`src/i2cst_pkg.sv`:
```
// Shared constants, types and state codes of the I2C slave transmit and 10-bit address block
package i2cst_pkg;

  // ----------------------------------------------------------------
  // Byte framing
  // ----------------------------------------------------------------
  localparam int          BYTE_W       = 8;
  localparam int          CNT_W        = 4;
  localparam logic [3:0]  CNT_ZERO     = 4'h0;
  localparam logic [3:0]  CNT_ONE      = 4'h1;
  localparam logic [3:0]  CNT_BYTE     = 4'h8;
  localparam logic [3:0]  CNT_ACK      = 4'h9;
  localparam logic [4:0]  TEN_PREFIX   = 5'h1E;
  localparam logic [7:0]  OWN_ADDR_RST = 8'h00;
  localparam logic [7:0]  BUF_RST      = 8'h00;
  localparam int          FIFO_DEPTH_DEF = 16;

  // ----------------------------------------------------------------
  // Carriers
  // ----------------------------------------------------------------
  typedef struct packed {
    logic ten_bit_mode;
    logic address_hold_en;
    logic data_hold_en;
    logic stretch_enable;
    logic slave_collision_detect_en;
    logic start_irq_en;
    logic ack_value_bit;
  } i2cst_cfg_type;

  typedef struct packed {
    logic direction_flag;
    logic data_addr_flag;
    logic start_flag;
    logic stop_flag;
    logic address_update_flag;
    logic buffer_full_flag;
    logic ack_status_bit;
    logic ack_time_flag;
    logic clock_release_bit;
    logic serial_irq_flag;
    logic collision_irq_flag;
  } i2cst_status_type;

  // Clock released, everything else clear
  localparam i2cst_status_type STATUS_RST = '{clock_release_bit: 1'b1, default: 1'b0};

  // ----------------------------------------------------------------
  // Sequencer states and byte kinds
  // ----------------------------------------------------------------
  typedef enum logic [2:0] {
    ST_IDLE  = 3'h0,
    ST_ADDR  = 3'h1,
    ST_ADDR2 = 3'h2,
    ST_ACK   = 3'h3,
    ST_RX    = 3'h4,
    ST_TX    = 3'h5,
    ST_TXACK = 3'h6
  } i2cst_state_type;

  typedef enum logic [1:0] {
    K_ADDR = 2'h0,
    K_LOW  = 2'h1,
    K_DATA = 2'h2
  } i2cst_kind_type;

endpackage : i2cst_pkg

```
`src/i2cst_fifo.sv`:
```
// Synchronous FIFO with valid and ready on both sides
`timescale 1ns/1ps
module i2cst_fifo #(
  parameter int WIDTH = 8,
  parameter int DEPTH = 16
) (
  input  wire logic             CLK_SYS,
  input  wire logic             NRST,
  input  wire logic [WIDTH-1:0] IN_DATA,
  input  wire logic             IN_VALID,
  output logic                  IN_READY,
  output logic [WIDTH-1:0]      OUT_DATA,
  output logic                  OUT_VALID,
  input  wire logic             OUT_READY
);
  import i2cst_pkg::*;

  localparam int AW = $clog2(DEPTH);

  generate
    if (DEPTH < 2 || (DEPTH & (DEPTH - 1)) != 0 || WIDTH < 1) begin : g_bad
      $error("FIFO depth must be a power of two of at least 2");
    end
  endgenerate

  logic [WIDTH-1:0] mem [DEPTH];
  logic [AW:0]      wr_ptr;
  logic [AW:0]      rd_ptr;
  wire              full  = (wr_ptr[AW] != rd_ptr[AW]) && (wr_ptr[AW-1:0] == rd_ptr[AW-1:0]);
  wire              empty = (wr_ptr == rd_ptr);
  wire              push  = IN_VALID && !full;
  wire              pop   = OUT_READY && !empty;

  assign IN_READY  = !full;
  assign OUT_VALID = !empty;
  assign OUT_DATA  = mem[rd_ptr[AW-1:0]];

  always_ff @(posedge CLK_SYS) begin
    if (push) begin
      mem[wr_ptr[AW-1:0]] <= IN_DATA;
    end
  end

  always_ff @(posedge CLK_SYS) begin
    if (!NRST) begin
      wr_ptr <= '0;
      rd_ptr <= '0;
    end else begin
      wr_ptr <= push ? wr_ptr + 1'b1 : wr_ptr;
      rd_ptr <= pop ? rd_ptr + 1'b1 : rd_ptr;
    end
  end

endmodule : i2cst_fifo

```
`src/i2cst_slave.sv`:
```
// I2C slave: read-request transmission, slave collision, 10-bit addressing with address and data hold
//
// Operation
// - Matching read address sets direction, buffers, ACKs
// - After read ACK clear release bit, hold SCL
// - Buffer load fills shift register; software releases
// - Transmit bits change on SCL falling edges
// - Master ACK latched on ninth rising edge
// - NACK ends transfer, SCL free, flag, idle
// - Interrupt flag set on ninth falling edge
// - Enabled collision while transmitting sets flag, idles
// - Master ACK stretches SCL, raises interrupt flag
// - Address hold stretches after eighth falling edge
// - Address hold read ACK clears release, flags
// - Start sets start flag; interrupt if enabled
// - Matching high write byte sets update flag
// - Low address write releases SCL
// - Low mismatch still flags, no buffer full
// - Ten-bit data ACKed, flagged, optional stretch
// - Hold points in ten-bit equal seven-bit
// - High byte compared with 11110, A9, A8
// - Own-address write clears update flag immediately
`timescale 1ns/1ps
module i2cst_slave #(
  parameter int FIFO_DEPTH = i2cst_pkg::FIFO_DEPTH_DEF
) (
  input  wire logic                       CLK_SYS,
  input  wire logic                       NRST,
  input  wire i2cst_pkg::i2cst_cfg_type   CFG,
  input  wire logic [7:0]                 TX_DATA,
  input  wire logic                       TX_VALID,
  output logic                            TX_READY,
  input  wire logic                       BUF_READ,
  input  wire logic                       RELEASE_SET,
  input  wire logic                       IRQ_CLEAR,
  input  wire logic                       COLLISION_CLEAR,
  input  wire logic                       OWN_ADDR_WR,
  input  wire logic [7:0]                 OWN_ADDR_DATA,
  output logic [7:0]                      SERIAL_BUFFER,
  output logic [7:0]                      OWN_ADDRESS_REG,
  output i2cst_pkg::i2cst_status_type     PORT_STATUS_REG,
  input  wire logic                       SCL_IN,
  output logic                            SCL_OUT,
  output logic                            SCL_OE,
  input  wire logic                       SDA_IN,
  output logic                            SDA_OUT,
  output logic                            SDA_OE
);
  import i2cst_pkg::*;

  generate
    if (FIFO_DEPTH < 2) begin : g_bad
      $error("FIFO_DEPTH must be at least 2");
    end
  endgenerate

  // ----------------------------------------------------------------
  // Pin synchronisers and bus events
  // ----------------------------------------------------------------
  logic scl_m;
  logic scl_s;
  logic scl_q;
  logic sda_m;
  logic sda_s;
  logic sda_q;

  always_ff @(posedge CLK_SYS) begin
    if (!NRST) begin
      {scl_m, scl_s, scl_q} <= 3'h7;
      {sda_m, sda_s, sda_q} <= 3'h7;
    end else begin
      {scl_m, scl_s, scl_q} <= {SCL_IN, scl_m, scl_s};
      {sda_m, sda_s, sda_q} <= {SDA_IN, sda_m, sda_s};
    end
  end

  wire scl_rise  = scl_s && !scl_q;
  wire scl_fall  = !scl_s && scl_q;
  wire start_det = scl_s && scl_q && sda_q && !sda_s;
  wire stop_det  = scl_s && scl_q && !sda_q && sda_s;

  // ----------------------------------------------------------------
  // State
  // ----------------------------------------------------------------
  i2cst_state_type  state;
  i2cst_state_type  next_state;
  i2cst_kind_type   kind;
  i2cst_kind_type   next_kind;
  i2cst_status_type stat;
  i2cst_status_type next_stat;
  logic [3:0]       cnt;
  logic [3:0]       next_cnt;
  logic [7:0]       shreg;
  logic [7:0]       next_shreg;
  logic [7:0]       buffer;
  logic [7:0]       next_buffer;
  logic [7:0]       own;
  logic [7:0]       next_own;
  logic             ack_low;
  logic             next_ack_low;
  logic             sw_ack;
  logic             next_sw_ack;
  logic             ten_ok;
  logic             next_ten_ok;
  logic             low_match;
  logic             next_low_match;
  logic             scl_hold;
  logic             next_scl_hold;

  // ----------------------------------------------------------------
  // Transmit queue in front of the serial buffer
  // ----------------------------------------------------------------
  logic [7:0] fifo_data;
  logic       fifo_valid;
  wire        load_window = (state == ST_TX) && (cnt == CNT_ZERO) && !stat.buffer_full_flag;
  wire        fifo_take   = fifo_valid && load_window;

  i2cst_fifo #(
    .WIDTH (BYTE_W),
    .DEPTH (FIFO_DEPTH)
  ) u_txq (
    .CLK_SYS   (CLK_SYS),
    .NRST      (NRST),
    .IN_DATA   (TX_DATA),
    .IN_VALID  (TX_VALID),
    .IN_READY  (TX_READY),
    .OUT_DATA  (fifo_data),
    .OUT_VALID (fifo_valid),
    .OUT_READY (load_window)
  );

  // ----------------------------------------------------------------
  // Address decode
  // ----------------------------------------------------------------
  wire hit7     = (shreg[7:1] == own[7:1]);
  wire hit_hi   = (shreg[7:1] == {TEN_PREFIX, own[2:1]}) && (!shreg[0] || ten_ok);
  wire hit_low  = (shreg == own);
  wire hit_addr = CFG.ten_bit_mode ? hit_hi : hit7;
  // Software answer only counts when a hold gave it the chance to choose
  wire acked    = sw_ack ? !CFG.ack_value_bit : ack_low;
  wire tx_low   = (state == ST_TX) && !shreg[7];

  // ----------------------------------------------------------------
  // Sequencer
  // ----------------------------------------------------------------
  always_comb begin
    next_state     = state;
    next_kind      = kind;
    next_stat      = stat;
    next_cnt       = cnt;
    next_shreg     = shreg;
    next_buffer    = buffer;
    next_own       = own;
    next_ack_low   = ack_low;
    next_sw_ack    = sw_ack;
    next_ten_ok    = ten_ok;
    next_low_match = low_match;
    // Software writes first so that a hardware update in the same cycle wins
    if (RELEASE_SET) begin
      next_stat.clock_release_bit = 1'b1;
    end
    if (IRQ_CLEAR) begin
      next_stat.serial_irq_flag = 1'b0;
    end
    if (COLLISION_CLEAR) begin
      next_stat.collision_irq_flag = 1'b0;
    end
    if (BUF_READ) begin
      next_stat.buffer_full_flag = 1'b0;
    end
    if (OWN_ADDR_WR) begin
      next_own                      = OWN_ADDR_DATA;
      next_stat.address_update_flag = 1'b0;
    end
    if (fifo_take) begin
      next_buffer                = fifo_data;
      next_shreg                 = fifo_data;
      next_stat.buffer_full_flag = 1'b1;
    end
    if (start_det) begin
      next_stat.start_flag = 1'b1;
      next_stat.stop_flag  = 1'b0;
      if (CFG.start_irq_en) begin
        next_stat.serial_irq_flag = 1'b1;
      end
      next_state = ST_ADDR;
      next_cnt   = CNT_ZERO;
    end else if (stop_det) begin
      next_stat.stop_flag  = 1'b1;
      next_stat.start_flag = 1'b0;
      next_ten_ok          = 1'b0;
      next_state           = ST_IDLE;
    end else begin
      unique case (state)
        ST_IDLE: begin
        end
        ST_ADDR, ST_ADDR2, ST_RX: begin
          if (scl_rise) begin
            next_shreg = {shreg[6:0], sda_s};
            next_cnt   = cnt + CNT_ONE;
          end
          if (scl_fall && cnt == CNT_BYTE) begin
            next_state = ST_ACK;
            if (state == ST_ADDR && !hit_addr) begin
              next_state = ST_IDLE;
            end else if (state == ST_ADDR2 && !hit_low) begin
              next_kind      = K_LOW;
              next_low_match = 1'b0;
              next_ack_low   = 1'b0;
              next_sw_ack    = 1'b0;
            end else begin
              next_kind                  = (state == ST_ADDR) ? K_ADDR : (state == ST_ADDR2) ? K_LOW : K_DATA;
              next_low_match             = (state == ST_ADDR2);
              next_buffer                = shreg;
              next_stat.buffer_full_flag = 1'b1;
              next_stat.data_addr_flag   = (state == ST_RX);
              // Read requests are always acknowledged, received bytes only without overflow
              next_ack_low               = (state == ST_ADDR && shreg[0]) || !stat.buffer_full_flag;
              if (state == ST_ADDR) begin
                next_stat.direction_flag = shreg[0];
              end
              next_sw_ack = (state == ST_RX) ? CFG.data_hold_en : CFG.address_hold_en;
              if (next_sw_ack) begin
                next_stat.clock_release_bit = 1'b0;
                next_stat.serial_irq_flag   = 1'b1;
                next_stat.ack_time_flag     = 1'b1;
              end
            end
          end
        end
        ST_ACK: begin
          if (scl_rise) begin
            next_cnt = cnt + CNT_ONE;
          end
          if (scl_fall && cnt == CNT_ACK) begin
            next_stat.ack_time_flag = 1'b0;
            next_cnt                = CNT_ZERO;
            if (kind == K_LOW) begin
              next_stat.serial_irq_flag     = 1'b1;
              next_stat.address_update_flag = 1'b1;
              next_ten_ok                   = low_match && acked;
              next_state                    = (low_match && acked) ? ST_RX : ST_IDLE;
            end else if (!acked) begin
              next_state = ST_IDLE;
            end else begin
              next_stat.serial_irq_flag = 1'b1;
              if (kind == K_ADDR && stat.direction_flag) begin
                next_stat.clock_release_bit = 1'b0;
                next_state                  = ST_TX;
              end else if (kind == K_ADDR && CFG.ten_bit_mode) begin
                next_stat.address_update_flag = 1'b1;
                next_state                    = ST_ADDR2;
              end else begin
                if (CFG.stretch_enable) begin
                  next_stat.clock_release_bit = 1'b0;
                end
                next_state = ST_RX;
              end
            end
          end
        end
        ST_TX: begin
          if (scl_rise) begin
            next_cnt = cnt + CNT_ONE;
            if (!tx_low && !sda_s && CFG.slave_collision_detect_en) begin
              next_stat.collision_irq_flag = 1'b1;
              next_stat.clock_release_bit  = 1'b1;
              next_state                   = ST_IDLE;
            end
          end
          if (scl_fall && cnt != CNT_ZERO) begin
            if (cnt == CNT_BYTE) begin
              next_state                 = ST_TXACK;
              next_stat.buffer_full_flag = 1'b0;
            end else begin
              next_shreg = {shreg[6:0], 1'b0};
            end
          end
        end
        ST_TXACK: begin
          if (scl_rise) begin
            next_cnt                 = cnt + CNT_ONE;
            next_stat.ack_status_bit = sda_s;
          end
          if (scl_fall && cnt == CNT_ACK) begin
            next_stat.serial_irq_flag = 1'b1;
            next_cnt                  = CNT_ZERO;
            if (!stat.ack_status_bit) begin
              next_stat.clock_release_bit = 1'b0;
              next_state                  = ST_TX;
            end else begin
              next_state = ST_IDLE;
            end
          end
        end
        default: begin
          next_state = ST_IDLE;
        end
      endcase
    end
  end

  // ----------------------------------------------------------------
  // Clock stretching: wait for the bus low before holding it, so a hold
  // never shortens a high phase the master has already begun
  // ----------------------------------------------------------------
  wire hold_req = !stat.clock_release_bit || stat.address_update_flag;
  assign next_scl_hold = hold_req && (scl_hold || !scl_s);

  always_ff @(posedge CLK_SYS) begin
    if (!NRST) begin
      state     <= ST_IDLE;
      kind      <= K_ADDR;
      stat      <= STATUS_RST;
      cnt       <= CNT_ZERO;
      shreg     <= BUF_RST;
      buffer    <= BUF_RST;
      own       <= OWN_ADDR_RST;
      ack_low   <= 1'b0;
      sw_ack    <= 1'b0;
      ten_ok    <= 1'b0;
      low_match <= 1'b0;
      scl_hold  <= 1'b0;
    end else begin
      state     <= next_state;
      kind      <= next_kind;
      stat      <= next_stat;
      cnt       <= next_cnt;
      shreg     <= next_shreg;
      buffer    <= next_buffer;
      own       <= next_own;
      ack_low   <= next_ack_low;
      sw_ack    <= next_sw_ack;
      ten_ok    <= next_ten_ok;
      low_match <= next_low_match;
      scl_hold  <= next_scl_hold;
    end
  end

  // ----------------------------------------------------------------
  // Pins and software view
  // ----------------------------------------------------------------
  wire ack_drive = (state == ST_ACK) && acked;

  assign SCL_OUT         = 1'b0;
  assign SDA_OUT         = 1'b0;
  assign SCL_OE          = scl_hold;
  assign SDA_OE          = ack_drive || tx_low;
  assign SERIAL_BUFFER   = buffer;
  assign OWN_ADDRESS_REG = own;
  assign PORT_STATUS_REG = stat;

endmodule : i2cst_slave

```
`config.mk`:
```
export PLATFORM = sky130hd
export DESIGN_NAME = i2cst_slave
export DESIGN_NICKNAME = d
export VERILOG_FILES = /design/src/i2cst_pkg.sv /design/src/i2cst_fifo.sv /design/src/i2cst_slave.sv
export SDC_FILE = /design/constraint.sdc
export NUM_CORES = 1
export LEC_CHECK = 0
export ABC_CLOCK_PERIOD_IN_PS = 4000
export BUFFER_PORTS_ARGS = -buffer_cell sky130_fd_sc_hd__buf_4
export CAP_MARGIN = 10
export CORE_AREA = 8 8 148 150
export CTS_BUF_LIST = sky130_fd_sc_hd__clkbuf_4 sky130_fd_sc_hd__clkbuf_8
export DETAILED_ROUTE_END_ITERATION = 12
export DIE_AREA = 0 0 156 158
export GPL_TIMING_DRIVEN = 0
export PLACE_DENSITY_LB_ADDON = 0.3
export SYNTH_ARGS = -nofsm -noshare
export SYNTH_HDL_FRONTEND = slang
export SYNTH_SLANG_ARGS = --single-unit
```
`constraint.sdc`:
```
create_clock -name CLK_SYS -period 4 [get_ports CLK_SYS]
set_clock_uncertainty 0.1 [all_clocks]
set_input_delay 0.2 -clock CLK_SYS [delete_from_list [all_inputs] [get_ports CLK_SYS]]
set_output_delay 0.2 -clock CLK_SYS [all_outputs]
set_load 0.1 [all_outputs]
```
==> results of run 1 <==
[kinds of logic after synthesis]
kind of cell / after synthesis / synth area share [%]
other: 1 / 0.0433
adders and majority gates: 8 / 1.15
muxes: 53 / 9.73
xor gates and xnor gates: 25 / 2.53
and+or+nand+nor: 190 / 12.0
buffers and inverters: 50 / 2.71
DFF: 197 / 60.3
AOI/OAI and AO/OA: 130 / 11.5
[power by group through the flow]
stage	clock (mW)	sequential (mW)	combinational, mW
finish	1.37	2.26	0.744
global route	1.47	2.27	0.800
CTS	1.39	2.26	0.730
detailed placement	0	2.30	0.711
global placement	0	2.30	0.703
floorplan	0	2.39	0.415
[worst min-delay path: cells and delay by family]
kind                   cells  cell delay, ps
AOI/OAI and AO/OA          2             180
buffers and inverters      1              90
and+or+nand+nor            1              90
[cells in the final DEF, fill, tap and decap left out, types with 14 or more instances in the layout]
| cell type | count |
|---|---|
| sky130_fd_sc_hd__dfxtp_1 | 69 |
| sky130_fd_sc_hd__nand2_1 | 36 |
| sky130_fd_sc_hd__nand2b_1 | 21 |
| sky130_fd_sc_hd__nor2_1 | 35 |
| sky130_fd_sc_hd__buf_4 | 67 |
| sky130_fd_sc_hd__mux2i_1 | 28 |
| sky130_fd_sc_hd__nor2b_1 | 30 |
| sky130_fd_sc_hd__xnor2_1 | 15 |
| sky130_fd_sc_hd__edfxtp_1 | 128 |
| sky130_fd_sc_hd__and2_1 | 16 |
| sky130_fd_sc_hd__mux4_2 | 25 |
| sky130_fd_sc_hd__a21boi_0 | 14 |
| sky130_fd_sc_hd__clkbuf_1 | 19 |
| sky130_fd_sc_hd__dlygate4sd3_1 | 22 |
| sky130_fd_sc_hd__clkbuf_8 | 17 |
[state kept, by name, summed over array words and instances (netlist names), 2 cells and up, named ones only]
name / cells
OWN_ADDRESS_REG: 8
PORT_STATUS_REG: 11
SERIAL_BUFFER: 8
cnt: 4
kind: 2
shreg: 8
state: 3
u_txq.mem: 128
u_txq.rd_ptr: 5
u_txq.wr_ptr: 5
[worst paths after layout]
check                             endpoint                          from  cells after the start
min reg2reg               scl_s$_SDFF_PN1_              scl_m$_SDFF_PN1_                      1
max reg2reg      u_txq.mem[3][0]$_DFFE_PP_  u_txq.wr_ptr[2]$_SDFFE_PN0P_                      6
max              u_txq.mem[3][0]$_DFFE_PP_  u_txq.wr_ptr[2]$_SDFFE_PN0P_                      6
min          PORT_STATUS_REG[5]$_SDFF_PN0_                      BUF_READ                      4
[per-stage QoR]
step / hold WS, ps / util, % / total power [mW] / area, sq um
after detailed placement: 289 / 48.0 / 3.01 / 9460
final: 36.6 / 51.3 / 4.37 / 10100
after global routing: 25.1 / 51.3 / 4.53 / 10100
after global placement: 283 / 48.0 / 3.00 / 9460
after CTS: 5.53 / 51.2 / 4.38 / 10100
after floorplan: 199 / - / 2.80 / 8670
[per-layer routing]
metal | up-vias | wire length [microns] | part of all wire [%] | global-route usage (%)
met5 | - | 0 | 0 | 0
met2 | 213 | 9970 | 47 | 29.1
met3 | 37 | 1370 | 6.5 | 4.04
met4 | 0 | 516 | 2.4 | 6.79
li1 | 2693 | - | - | -
met1 | 2927 | 9280 | 44 | 22.6
[layout make-up]
type                       instances  area (sq um)  share of cell area [%]
sequential                       197          5230                    51.6
multi-input combinational        408          3210                    31.7
timing repair buffer              85           688                    6.80
tap                              270           338                    3.34
clock buffer                      18           241                    2.39
buffer                            38           190                    1.88
clock inverter                    14           180                    1.78
inverter                          12          45.0                   0.445
[what timing repair did]
item / CTS / global route
setup buffers: 0 / 0
hold buffers: 22 / 0
hold endpoints to repair: 143 / 0
==> reports/metrics.json, run 1 <==
{
  "run_status": {
    "run_status": "finished, final reports clean"
  },
  "floorplan": {
    "ioPinCount": 65,
    "die_w_microns": 156,
    "dieArea_sq_um": 24600,
    "floorplan.rows": 52,
    "effective_utilization_at_floorplan_pct": 44.0,
    "placeableCoreArea_sq_um": 19700,
    "floorplan.die.height_microns": 158
  },
  "timing": {
    "timing.final.max_slew_violations": 0,
    "final.setup.tns_ps": 0,
    "hold_viol_final": 0,
    "post-route-worst-setup-slack_ps": 1120,
    "timing.final.setup_violations": 0,
    "grt_setup_unrepaired": "no",
    "layout_min_cycle_time_ps": 2880,
    "max_freq_mhz": 347,
    "layout_worst_path_cycle_share_pct": 72.1,
    "timing.slew.headroom_pct": 25.8,
    "tightest_slew_ps": 1100
  },
  "synthesis": {
    "synth.most_common_cell": "sky130_fd_sc_hd__edfxtp_1",
    "synth_edf_count": 128,
    "synth_top_cells_by_area": "sky130_fd_sc_hd__edfxtp_1, sky130_fd_sc_hd__dfxtp_1, sky130_fd_sc_hd__mux4_2",
    "syn-mean-instance-area_sq_um": 13.3,
    "synth.top_cell.area_share_pct": 44.3,
    "postSynthCellCount": 654,
    "synth_seq_area_share_pct": 60.3,
    "synth.yosys.warnings": 0,
    "synth_flop_type": "sky130_fd_sc_hd__edfxtp_1",
    "synthArstFlopShare_pct": 0,
    "ys_ff_latch": 197,
    "netlist-cell-type-count": 71,
    "netlist_top_cells_count": "sky130_fd_sc_hd__edfxtp_1, sky130_fd_sc_hd__dfxtp_1, sky130_fd_sc_hd__nand2_1",
    "post_synth_instance_area_sq_um": 8670,
    "synth_top_cell_by_area": "sky130_fd_sc_hd__edfxtp_1"
  },
  "worst_setup_path": {
    "worst_path_largest_cell_delay_ps": 910,
    "timing.critical_path.cells": "buf_2 > xor2_1 > nor4_2 > a21boi_2 > nand2_1 > nor3_1",
    "crit_fanout": 10,
    "path_class": "flop to flop",
    "regToRegSetupSlack_ps": 1120,
    "cpLargestDelayFamily": "simple AND/OR/NAND/NOR gates",
    "arrival_ps": 2880,
    "crit_path_max_delay_cell_type": "sky130_fd_sc_hd__nor3_1",
    "setup.worst_path.start_class": "flop",
    "timing.critical_path.buf_inv": 1,
    "endpoint_kind": "flop",
    "crit_required_ps": 4000
  },
  "cts": {
    "cts_inserted_buffers": 17,
    "clockRootBuffer": "sky130_fd_sc_hd__clkbuf_8",
    "clkSlewWorstSetupHoldPaths_ps": 100,
    "clockBufferDepth": 2,
    "cts-htree-levels": 4,
    "cts_tree": "done",
    "post_cts_resized": 0,
    "tritoncts_num_sinks": 197,
    "clock_latency_ps": 470
  },
  "grt": {
    "grt_pass1_wl_microns": 33300,
    "grt.total_usage_pct": 17.8,
    "grt_max_degree": 20,
    "antenna_violations_before_repair": 0,
    "globalRoute.totalOverflow": 0,
    "grt_pass1_vias": 5912
  },
  "layout": {
    "stdcell_count": 1042,
    "final_nets": 800,
    "layout.filler_cells": 1681,
    "area_growth_syn_to_layout_pct": 16.7,
    "final_layout_size_suffix_gt1_share_pct": 19.7,
    "insertedDiodeCount": 0
  },
  "pwr": {
    "switching_share_pct": 29.9,
    "power.sequential.fraction_pct": 51.7,
    "internal_power_mw": 3.06,
    "clockPowerShare_pct": 31.3,
    "p_sw_mw": 1.31,
    "power-per-cell-area_nw_per_um2": 432,
    "power_frac_comb_pct": 17.0,
    "vdd.ir_drop.worst_v": 0.000372,
    "static_leakage_power_nw": 3.44
  },
  "run": {
    "drv.max_cap_violation_count": 0
  },
  "placement": {
    "dp_slack_ps": 1100,
    "inst_count_dp": 985,
    "port_buffers": 60,
    "place.gp.congestion": 0.900,
    "dp.final_hpwl_microns": 14900
  },
  "route": {
    "routed-via-count": 5870,
    "route.detailed.wl_per_inst_microns": 20.3,
    "detail_route.first_pass.iterations": 7,
    "routed_wirelength_microns": 21100,
    "drc": 0,
    "detailedRoute.firstIterationViolations": 568,
    "drt-vias-per-instance": 5.63,
    "antenna_violating_nets_post_route": 0
  },
  "min_path": {
    "holdCritPathClass": "input pin to flop"
  }
}
Note: power is estimated with default switching activity, not from simulation.
==> run 2: changes to the inputs <==
Settings changed: ABC_CLOCK_PERIOD_IN_PS 4000 to 2830.
Clock period 4 ns to 2.83 ns, I/O delays scaled along.
==> run 2 against run 1 <==
Highest routed layer unchanged. Flip-flop and latch count is the same. Clock power is 41% higher. Critical path type unchanged. Sequential share of layout area shrank 0.21 points. Largest power group unchanged. Global-route usage about the same.
==> reports/metrics.json, run 2 (synthesized netlist as in run 1, its figures left out) <==
{
  "worst_setup_path": {
    "endpoint_kind": "flop",
    "crit_fanout": {"value": 10, "change": "unchanged"},
    "path_class": "flop to flop",
    "arrival": {"value": 2720, "unit": "ps", "change": "-160 ps"},
    "crit_required": {"value": 2840, "unit": "ps", "change": "-1160 ps"},
    "setup.worst_path.start_class": "flop"
  },
  "layout": {
    "final-seq-area": {"value": 5230, "unit": "sq um", "change": "unchanged"},
    "final_nets": {"value": 802, "change": "+0.25%"},
    "largest_register_ffs": {"value": 128, "change": "unchanged"},
    "area_growth_syn_to_layout_pct": 17.2,
    "layout.filler_cells": {"value": 1672, "change": "-0.54%"},
    "final_core_util": {"value": 51.5, "unit": "%", "change": "+0.21 points"},
    "final_common_cell": "sky130_fd_sc_hd__edfxtp_1",
    "insertedDiodeCount": {"value": 0, "change": "unchanged"},
    "multi_input_comb_area": {"value": 3220, "unit": "sq um", "change": "+0.31%"},
    "final_layout_size_suffix_gt1_share": {"value": 19.8, "unit": "%", "change": "+0.078 points"},
    "most-common-layout-cells": "sky130_fd_sc_hd__edfxtp_1, sky130_fd_sc_hd__dfxtp_1, sky130_fd_sc_hd__buf_4, sky130_fd_sc_hd__nand2_1, sky130_fd_sc_hd__nor2_1"
  },
  "cts": {
    "cts_inserted_buffers": {"value": 17, "change": "unchanged"},
    "clkSlewWorstSetupHoldPaths": {"value": 110, "unit": "ps", "change": "about the same"},
    "clockRootBuffer": "sky130_fd_sc_hd__clkbuf_8",
    "post_cts.repair.setup_buffers": {"value": 0, "change": "unchanged"},
    "clockBufferDepth": {"value": 2, "change": "unchanged"},
    "cts_tree": "done",
    "clock_latency": {"value": 480, "unit": "ps", "change": "about the same"},
    "tritoncts_num_sinks": {"value": 197, "change": "unchanged"},
    "cts-htree-levels": {"value": 4, "change": "unchanged"}
  },
  "grt": {
    "grt_max_degree": {"value": 20, "change": "unchanged"},
    "antenna_violations_before_repair": {"value": 0, "change": "unchanged"},
    "grt.total_usage": {"value": 17.8, "unit": "%", "change": "about the same"},
    "grt_pass1_vias": {"value": 5936, "change": "+0.41%"},
    "globalRoute.totalOverflow": {"value": 0, "change": "unchanged"},
    "grt_pass1_wl": {"value": 33400, "unit": "microns", "change": "+0.21%"}
  },
  "floorplan": {
    "floorplan.die.height": {"value": 158, "unit": "microns", "change": "unchanged"},
    "die_w": {"value": 156, "unit": "microns", "change": "unchanged"},
    "effective_utilization_at_floorplan": {"value": 44.0, "unit": "%", "change": "unchanged"},
    "floorplan.rows": {"value": 52, "change": "unchanged"},
    "dieArea": {"value": 24600, "unit": "sq um", "change": "unchanged"},
    "ioPinCount": {"value": 65, "change": "unchanged"},
    "placeableCoreArea": {"value": 19700, "unit": "sq um", "change": "unchanged"}
  },
  "run": {
    "drv.max_cap_violation_count": {"value": 0, "change": "unchanged"}
  },
  "timing": {
    "hold_viol_final": {"value": 0, "change": "unchanged"},
    "timing.final.max_slew_violations": {"value": 0, "change": "unchanged"},
    "grt_setup_unrepaired": "yes",
    "layout_worst_path_cycle_share": {"value": 95.9, "unit": "%", "change": "+24 points"},
    "max_freq": {"value": 368, "unit": "MHz", "change": "+6.2%"},
    "tightest_slew": {"value": 832, "unit": "ps", "change": "-272 ps"},
    "timing.slew.headroom": {"value": 44.3, "unit": "%", "change": "+19 points"},
    "layout_min_cycle_time": {"value": 2720, "unit": "ps", "change": "-169 ps"},
    "timing.final.setup_violations": {"value": 0, "change": "unchanged"}
  },
  "min_path": {
    "holdCritPathClass": "input pin to flop"
  },
  "run_status": {
    "run_status": "finished, final reports clean"
  },
  "route": {
    "detail_route.first_pass.iterations": {"value": 7, "change": "unchanged"},
    "routed_wirelength": {"value": 21100, "unit": "microns", "change": "-0.25%"},
    "routed-via-count": {"value": 5873, "change": "+0.051%"},
    "detailroute.wirelength.met2": {"value": 9950, "unit": "microns", "change": "-0.12%"},
    "detailedRoute.firstIterationViolations": {"value": 532, "change": "-6.3%"},
    "wl_met1": {"value": 9070, "unit": "microns", "change": "-2.2%"},
    "met3RoutedLength": {"value": 1470, "unit": "microns", "change": "+7.2%"},
    "drt-vias-per-instance": {"value": 5.63, "change": "-0.14%"},
    "dr.max_layer_used": "met4",
    "antenna_violating_nets_post_route": {"value": 0, "change": "unchanged"},
    "route.detailed.wl_per_inst": {"value": 20.2, "unit": "microns", "change": "-0.44%"},
    "drc": {"value": 0, "change": "unchanged"}
  },
  "pwr": {
    "power-per-cell-area": {"value": 608, "unit": "nW/um^2", "change": "+41%"},
    "design_power_total": {"value": 6.18, "unit": "mW", "change": "+41%"},
    "static_leakage_power": {"value": 3.46, "unit": "nW", "change": "+0.67%"},
    "vdd.ir_drop.worst": {"value": 0.000527, "unit": "V", "change": "+42%"}
  },
  "placement": {
    "port_buffers": {"value": 60, "change": "unchanged"},
    "dp.final_hpwl": {"value": 14900, "unit": "microns", "change": "unchanged"},
    "place.gp.congestion": {"value": 0.900, "change": "unchanged"}
  }
}
## run 2: changes by cell type in the layout (fill, tap and decap cells not counted), sizes merged
cell | before | now
buf | 79 | 78
dlygate4sd3 | 22 | 26
clkbuf | 40 | 39
## run 2: area by class of cell
cell class / instances / share of cell area, %
multi-input cells: 408 / 31.7
clock buffers: 18 / 2.38
clock inverters: 14 / 1.77
well taps: 270 / 3.33
repair buffers: 88 / 7.12
flip-flops and latches: 197 / 51.4
inverters: 12 / 0.443
plain buffers: 37 / 1.83
## run 2: worst paths after layout
| path | startpoint | endpoint | slack [ps] | cells after the start |
|---|---|---|---|---|
| worst max register to register | u_txq.wr_ptr[2]$_SDFFE_PN0P_ | u_txq.mem[15][1]$_DFFE_PP_ | 110 | 6 |
| worst min-delay path | CFG[4] | PORT_STATUS_REG[3]$_SDFFE_PN0P_ | 30 | 4 |
| worst min register to register | scl_m$_SDFF_PN1_ | scl_s$_SDFF_PN1_ | 320 | 1 |
| worst max-delay path | u_txq.wr_ptr[2]$_SDFFE_PN0P_ | u_txq.mem[15][1]$_DFFE_PP_ | 110 | 6 |
## run 2: through the flow
| stage | hold slack [ps] | instance area, sq um | setup TNS [ps] | instances | setup slack, ps |
|---|---|---|---|---|---|
| floorplan | 140 | 8670 | 0 | 655 | 187 |
| global placement | 225 | 9460 | -268 | 985 | -33.7 |
| detailed placement | 231 | 9460 | -1430 | 985 | -71.2 |
| CTS | 9.89 | 10100 | -1280 | 1042 | -88.6 |
| global route | 44.3 | 10200 | -621 | 1044 | -44.6 |
| finish | 29.3 | 10200 | 0 | 1044 | 115 |
## run 2: where the power goes
group	total [mW]	internal (mW)	switching (mW)
Sequential	3.19	3.12	0.0674
Combinational	1.05	0.359	0.695
Clock	1.93	0.845	1.09
## run 2: what timing repair did
action	in CTS	in global routing
pin swaps	0	0
hold buffers	26	0
gates resized for setup	1	1
endpoints found under the hold margin	146	0
endpoints found under the setup margin	26	24
## run 2: critical path: stages, from the launching register on
cell	delay, ps
sky130_fd_sc_hd__dfxtp_1	320
sky130_fd_sc_hd__buf_2	250
sky130_fd_sc_hd__xor2_1	210
sky130_fd_sc_hd__nor4_2	100
sky130_fd_sc_hd__a21boi_2	360
sky130_fd_sc_hd__nand2_1	300
sky130_fd_sc_hd__nor2_1	710
## run 2: layer usage
| metal | vias to the layer above | track usage, % |
|---|---|---|
| li1 | 2694 | - |
| met1 | 2918 | 22.4 |
| met2 | 221 | 29.2 |
| met3 | 40 | 4.04 |
| met4 | 0 | 6.98 |
| met5 | - | 0 |
